==> src/design/tmo_pkg.sv <==
package tmo_pkg;
	// ------------------------------------------------
	// register map
	// ------------------------------------------------
	localparam int ADDR_W = 3;
	localparam int DATA_W = 8;
	localparam logic [2:0] OFS_CONTROL = 3'h0;
	localparam logic [2:0] OFS_COUNT_LOW = 3'h1;
	localparam logic [2:0] OFS_COUNT_HIGH = 3'h2;
	localparam logic [2:0] OFS_IRQ_STATUS = 3'h3;
	localparam logic [2:0] OFS_IRQ_MASK = 3'h4;

	// ------------------------------------------------
	// control and interrupt register fields
	// ------------------------------------------------
	localparam int BIT_COUNTER_ON = 0;
	localparam int BIT_SOURCE_SELECT = 1;
	localparam int BIT_SYNC_BYPASS = 2;
	localparam int BIT_OSC_ENABLE = 3;
	localparam int PS_LO = 4;
	localparam int PS_HI = 5;
	localparam int BIT_CLOCK_STATUS = 6;
	localparam int BIT_WIDE_ACCESS = 7;
	localparam logic [7:0] CONTROL_RESET = 8'h00;
	localparam logic [7:0] CONTROL_WMASK = 8'hBF;
	localparam int BIT_OVERFLOW = 0;
	localparam logic [7:0] IRQ_RESET = 8'h00;

	// ------------------------------------------------
	// counter and timing
	// ------------------------------------------------
	localparam logic [15:0] COUNT_RESET = 16'h0000;
	localparam logic [15:0] COUNT_MAX = 16'hFFFF;
	localparam int FOSC_PER_INSTR = 4;
	localparam logic [1:0] INSTR_LAST = 2'(FOSC_PER_INSTR - 1);

	typedef struct packed {
		logic [7:0] ctrl;
		logic [15:0] count;
		logic [7:0] hbuf;
		logic [2:0] pre;
		logic [1:0] phase;
		logic [2:0] pin_s;
		logic [2:0] osc_s;
		logic [2:0] clk_s;
		logic pin_lvl;
		logic osc_lvl;
		logic clk_lvl;
		logic prev_src;
		logic edge_pend;
		logic [7:0] status;
		logic [7:0] mask;
		logic [7:0] rdata;
		logic irq;
		logic pins_in;
	} tmo_state_s;
endpackage : tmo_pkg

==> src/design/tmo_timer.sv <==
// The register offsets and the strobed register port are this design's own decisions.
`timescale 1ns/10ps
module tmo_timer (
	// clock and reset
	input wire logic clk,
	input wire logic nrst,
	// register port
	input wire logic [tmo_pkg::ADDR_W-1:0] addr,
	input wire logic [tmo_pkg::DATA_W-1:0] wdata,
	input wire logic wr,
	input wire logic rd,
	output logic [tmo_pkg::DATA_W-1:0] rdata,
	// pins and clock control
	input wire logic external_count_pin,
	input wire logic osc_input_pin,
	input wire logic system_clock_from_timer_osc,
	output logic timer_osc_enable,
	output logic clock_pins_as_input,
	output logic port_read_zero,
	// interrupt
	output logic irq
);
	import tmo_pkg::*;

	tmo_state_s s;
	tmo_state_s next_s;
	logic tick;
	logic src_lvl;
	logic ext_rise;
	logic cnt_ev;
	logic inc;
	logic set_ovf;
	logic rd_clear;
	logic [2:0] ps_mask;

	// ------------------------------------------------
	// decoding helpers
	// ------------------------------------------------
	function automatic logic hit(input logic strobe, input logic [2:0] a,
		input logic [2:0] ofs);
		hit = strobe && (a == ofs);
	endfunction : hit

	function automatic logic [2:0] prescale_mask(input logic [1:0] sel);
		case (sel)
			2'h0: prescale_mask = 3'h0;
			2'h1: prescale_mask = 3'h1;
			2'h2: prescale_mask = 3'h3;
			default: prescale_mask = 3'h7;
		endcase
	endfunction : prescale_mask

	// ------------------------------------------------
	// next state
	// ------------------------------------------------
	always_comb begin
		next_s = s;
		// three-stage pin synchronisers, level taken when stages 2 and 3 agree
		next_s.pin_s = {s.pin_s[1:0], external_count_pin};
		next_s.osc_s = {s.osc_s[1:0], osc_input_pin};
		next_s.clk_s = {s.clk_s[1:0], system_clock_from_timer_osc};
		if (s.pin_s[1] == s.pin_s[2]) begin
			next_s.pin_lvl = s.pin_s[2];
		end
		if (s.osc_s[1] == s.osc_s[2]) begin
			next_s.osc_lvl = s.osc_s[2];
		end
		if (s.clk_s[1] == s.clk_s[2]) begin
			next_s.clk_lvl = s.clk_s[2];
		end

		// instruction cycle is four device clocks
		next_s.phase = s.phase + 2'h1;
		tick = (s.phase == INSTR_LAST);

		// oscillator replaces the pin as edge source when enabled
		src_lvl = s.ctrl[BIT_OSC_ENABLE] ? s.osc_lvl : s.pin_lvl;
		ext_rise = src_lvl && !s.prev_src;
		next_s.prev_src = src_lvl;

		cnt_ev = 1'b0;
		if (!s.ctrl[BIT_SOURCE_SELECT]) begin
			cnt_ev = tick;
			next_s.edge_pend = 1'b0;
		end else if (s.ctrl[BIT_SYNC_BYPASS]) begin
			cnt_ev = ext_rise;
			next_s.edge_pend = 1'b0;
		end else begin
			// synchronised: hold the edge until the instruction boundary
			next_s.edge_pend = s.edge_pend || ext_rise;
			if (tick) begin
				cnt_ev = s.edge_pend || ext_rise;
				next_s.edge_pend = 1'b0;
			end
		end
		if (!s.ctrl[BIT_COUNTER_ON]) begin
			cnt_ev = 1'b0;
			next_s.edge_pend = 1'b0;
		end

		// prescaler passes one event in 1, 2, 4 or 8
		ps_mask = prescale_mask(s.ctrl[PS_HI:PS_LO]);
		inc = 1'b0;
		if (cnt_ev) begin
			if ((s.pre & ps_mask) == ps_mask) begin
				inc = 1'b1;
				next_s.pre = 3'h0;
			end else begin
				next_s.pre = s.pre + 3'h1;
			end
		end
		set_ovf = 1'b0;
		if (inc) begin
			next_s.count = s.count + 16'h0001;
			set_ovf = (s.count == COUNT_MAX);
		end

		// register writes win over a coincident increment
		if (hit(wr, addr, OFS_CONTROL)) begin
			next_s.ctrl = (wdata & CONTROL_WMASK) | (s.ctrl & ~CONTROL_WMASK);
		end
		if (hit(wr, addr, OFS_COUNT_LOW)) begin
			next_s.count[7:0] = wdata;
			next_s.pre = 3'h0;
			if (s.ctrl[BIT_WIDE_ACCESS]) begin
				next_s.count[15:8] = s.hbuf;
			end
		end
		if (hit(wr, addr, OFS_COUNT_HIGH)) begin
			if (s.ctrl[BIT_WIDE_ACCESS]) begin
				next_s.hbuf = wdata;
			end else begin
				next_s.count[15:8] = wdata;
			end
		end
		if (hit(wr, addr, OFS_IRQ_MASK)) begin
			next_s.mask = {7'h00, wdata[BIT_OVERFLOW]};
		end
		next_s.ctrl[BIT_CLOCK_STATUS] = s.clk_lvl;

		// reads, answered in the following cycle
		next_s.rdata = 8'h00;
		rd_clear = 1'b0;
		if (rd) begin
			case (addr)
				OFS_CONTROL: next_s.rdata = s.ctrl;
				OFS_COUNT_LOW: begin
					next_s.rdata = s.count[7:0];
					if (s.ctrl[BIT_WIDE_ACCESS]) begin
						next_s.hbuf = s.count[15:8];
					end
				end
				OFS_COUNT_HIGH: begin
					next_s.rdata = s.ctrl[BIT_WIDE_ACCESS] ? s.hbuf
						: s.count[15:8];
				end
				OFS_IRQ_STATUS: begin
					next_s.rdata = s.status;
					rd_clear = 1'b1;
				end
				OFS_IRQ_MASK: next_s.rdata = s.mask;
				default: next_s.rdata = 8'h00;
			endcase
		end

		// sticky overflow: a new event beats a clearing read
		next_s.status[BIT_OVERFLOW] = (s.status[BIT_OVERFLOW] && !rd_clear)
			|| set_ovf;
		next_s.irq = |(next_s.status & next_s.mask);
		next_s.pins_in = next_s.ctrl[BIT_COUNTER_ON];
	end

	always_ff @(posedge clk) begin
		if (!nrst) begin
			s <= '0;
			s.ctrl <= CONTROL_RESET;
			s.count <= COUNT_RESET;
			s.status <= IRQ_RESET;
			s.mask <= IRQ_RESET;
		end else begin
			s <= next_s;
		end
	end

	// ------------------------------------------------
	// outputs
	// ------------------------------------------------
	assign rdata = s.rdata;
	assign irq = s.irq;
	// oscillator enable has no power-mode term, so it runs through all
	assign timer_osc_enable = s.ctrl[BIT_OSC_ENABLE];
	assign clock_pins_as_input = s.pins_in;
	assign port_read_zero = s.pins_in;
endmodule : tmo_timer

==> config.mk <==
export PLATFORM = sky130hd
export DESIGN_NAME = tmo_timer
export DESIGN_NICKNAME = d
export VERILOG_FILES = /design/src/design/tmo_pkg.sv /design/src/design/tmo_timer.sv
export SDC_FILE = /design/constraint.sdc
export NUM_CORES = 1
export LEC_CHECK = 0
export ABC_AREA = 1
export BUFFER_PORTS_ARGS = -buffer_cell sky130_fd_sc_hd__buf_4
export CORE_MARGIN = 5
export CORE_UTILIZATION = 35
export CTS_CLUSTER_SIZE = 25
export DETAILED_ROUTE_END_ITERATION = 16
export PLACE_DENSITY = 0.58
export SLEW_MARGIN = 10
export SYNTH_ARGS = -nofsm -noshare
export SYNTH_HDL_FRONTEND = slang
export SYNTH_SLANG_ARGS = --single-unit
==> constraint.sdc <==
create_clock -name clk -period 1.9 [get_ports clk]
set_clock_uncertainty 0.1 [all_clocks]
set_input_delay 0.285 -clock clk [delete_from_list [all_inputs] [get_ports clk]]
set_output_delay 0.285 -clock clk [all_outputs]
set_load 0.02 [all_outputs]
==> results.sh <==
export IMPL_status="finished, final reports clean"
export IMPL_postCtsSetupBuffers=0
export IMPL_cts_hold_buffers_added=0
export IMPL_synth_most_common_cell="nand2_1"
export IMPL_clk_insertion_delay_late_ps=340
export IMPL_cap_viol_max_count=0
export IMPL_dp_hpwl_mm=7.47
export IMPL_drt_total_wl_mm=9.86
export IMPL_hold_viol=0
export IMPL_place_congestion=0.922
export IMPL_hp_class="input port to flop"
export IMPL_grt_pass1_vias=2975
export IMPL_rows=35
export IMPL_firstDrtPassIters=5
export IMPL_fillerInstances=979
export IMPL_die_y_um=107
export IMPL_critPathKind="flop to flop"
export IMPL_initial_core_util_pct=36.0
export IMPL_numCtsBuffers=9
export IMPL_cts_resized=0
export IMPL_hold_start="external_count_pin"
export IMPL_dr_total_vias=3201
export IMPL_arrival_ps=1900
export IMPL_p_leak_nw=1.63
export IMPL_seq_area_frac_synth_pct=37.3
export IMPL_grt_max_degree=26
export IMPL_drt_iter0_drc=246
export IMPL_timing_rr_start="timer_osc_enable$_SDFFE_PN0P_"
export IMPL_syn_cell_area_um2=3330
export IMPL_syn_inst=476
export IMPL_h_tree_depth=3
export IMPL_slew_violations=0
export IMPL_grt_ovfl_total=0
export IMPL_core_um2=9240
export IMPL_end_kind="flop"
export IMPL_relSlewSlack_pct=72.2
export IMPL_synth_top_cell_by_area="dfxtp_1"
export IMPL_yosysWarnings=0
export IMPL_cts_tree="yes"
export IMPL_dieArea_um2=11600
export IMPL_synthFlopType="dfxtp_1"
export IMPL_io_buffers=29
export IMPL_r2r_slack_ps=170
export IMPL_grt_pass1_wl_mm=15.6
export IMPL_die_width_um=107
export IMPL_ys_async_sr_fraction_pct=0
export IMPL_tightest_slew_ps=412
export IMPL_min_period_over_period_pct=90.9
export IMPL_vias_per_cell=4.96
export IMPL_synth_seq_cells=62
export IMPL_areaGrowthSynthToFinish_pct=18.3
export IMPL_synthTopCellsByCount="118 x nand2_1, 62 x dfxtp_1, 55 x inv_1"
export IMPL_synthTopCellsByArea="dfxtp_1 37%, nand2_1 13%, inv_1 6.2%"
export IMPL_avgSynthCellArea_um2=6.99
export IMPL_fin_crit_ps=1730
export IMPL_grt_setup_unrepaired="no"
export IMPL_powerDensity_nw_per_um2=732
export IMPL_drive_above_1_share_pct=20.5
export IMPL_setup_viol=0
export IMPL_root_buffer="clkbuf_8"
export IMPL_ir_drop_uv=363
export IMPL_drcViolationCount=0
export IMPL_path_clk_slew_ps=70
export IMPL_path_max_fanout=7
export IMPL_final_antenna_net_count=0
export IMPL_cts_buffer_depth=2
export IMPL_io_pins=30
export IMPL_fin_tns_setup_ps=0
export IMPL_detail_route_wl_per_cell_um=15.3
export IMPL_cp_start_kind="flop"
export IMPL_antenna_found_initial=0
export IMPL_track_usage_pct=17.7
export IMPL_power_total_mw=2.88
export IMPL_required_ps=2080
export IMPL_cts_sinks=62
export IMPL_setup_worst_path_start="timer_osc_enable$_SDFFE_PN0P_"
export IMPL_synth_nets=497
export IMPL_worst_hold_slack_ps=21.9
export IMPL_max_freq_ghz=0.579
export IMPL_synth_edf_count=0
export IMPL_fin_nets=533
export IMPL_synth_cell_types=40
export IMPL_antenna_cells=0
export IMPL_synth_top_area_share_pct=37.3
==> worst paths after layout <==
check	to	cells past startpoint
worst max-delay path	irq$_SDFF_PN0_	10
worst min-delay path	next_s[38]$_SDFF_PN0_	3
worst max register to register	irq$_SDFF_PN0_	10
worst min register to register	next_s[36]$_SDFF_PN0_	2
==> placed cells by master (no fill, tap or decap), drive strengths merged <==
cell and count:
o211ai 5, nand2 129, clkbuf 12, o32ai 1, inv 68, o21ai 30
a31oi 10, dfxtp 62, nand3 33, ha 3, o21bai 1, nor2 42
nor3 4, buf 45, a221oi 5, a211oi 1, o221ai 2, or2 1
a21oi 37, xor2 7, bufinv 2, nor4 1, nand4 12, clkinv 4
==> routing by layer <==
layer,vias up,track usage (%),part of all wire [%]
met3,12,4.80,7.2
met5,-,0,0
li1,1617,-,-
met1,1470,24.4,47
met2,102,26.8,44
met4,0,5.50,1.4
==> worst max-delay path, stage by stage, from the launching register on <==
cell and delay (ps):
dfxtp_2 350, inv_2 60, nand2_1 80, nand3_1 110, nand3_1 110, nand2_2 90
nand2_4 130, nand3_4 130, inv_4 120, nand4_1 190, a21oi_1 180
==> metrics by stage <==
stage	setup WS (ps)	utilization (%)	cell area [µm²]	std cells
final	172	42.6	3940	646
after global routing	30.9	42.6	3940	646
after CTS	37.5	42.4	3920	645
after detailed placement	42.0	40.1	3700	629
after global placement	62.1	40.1	3700	629
after floorplan	247	-	3330	476
==> power breakdown <==
part	leakage [nW]	switching (mW)	internal, mW
Combinational	1.02	0.153	0.0792
Clock	0.110	0.529	0.771
Sequential	0.503	0.0212	1.33
Total	1.63	0.703	2.18
==> sequential cells by signal (all words and copies together) (netlist names) <==
signal	flops
rdata	8
irq	1
next_s	7
s	45
timer_osc_enable	1
==> final cells by class <==
class	count	area (µm²)	area share, %
clock buffer	12	145	3.69
sequential	62	1240	31.6
clock inverter	4	70.1	1.78
tap	129	161	4.10
timing repair buffer	45	338	8.59
inverter	70	270	6.87
multi-input combinational	324	1710	43.4
==> cells by family after synthesis <==
group	after synthesis	synth area share, %
AO/OA/AOI/OAI	92	16.7
XOR/XNOR	7	1.84
adder cells (fa/ha/maj)	3	1.13
buffers and inverters	91	11.6
flip-flops	62	37.3
AND/OR/NAND/NOR	221	31.4
Power figures use the tool's default switching activity.
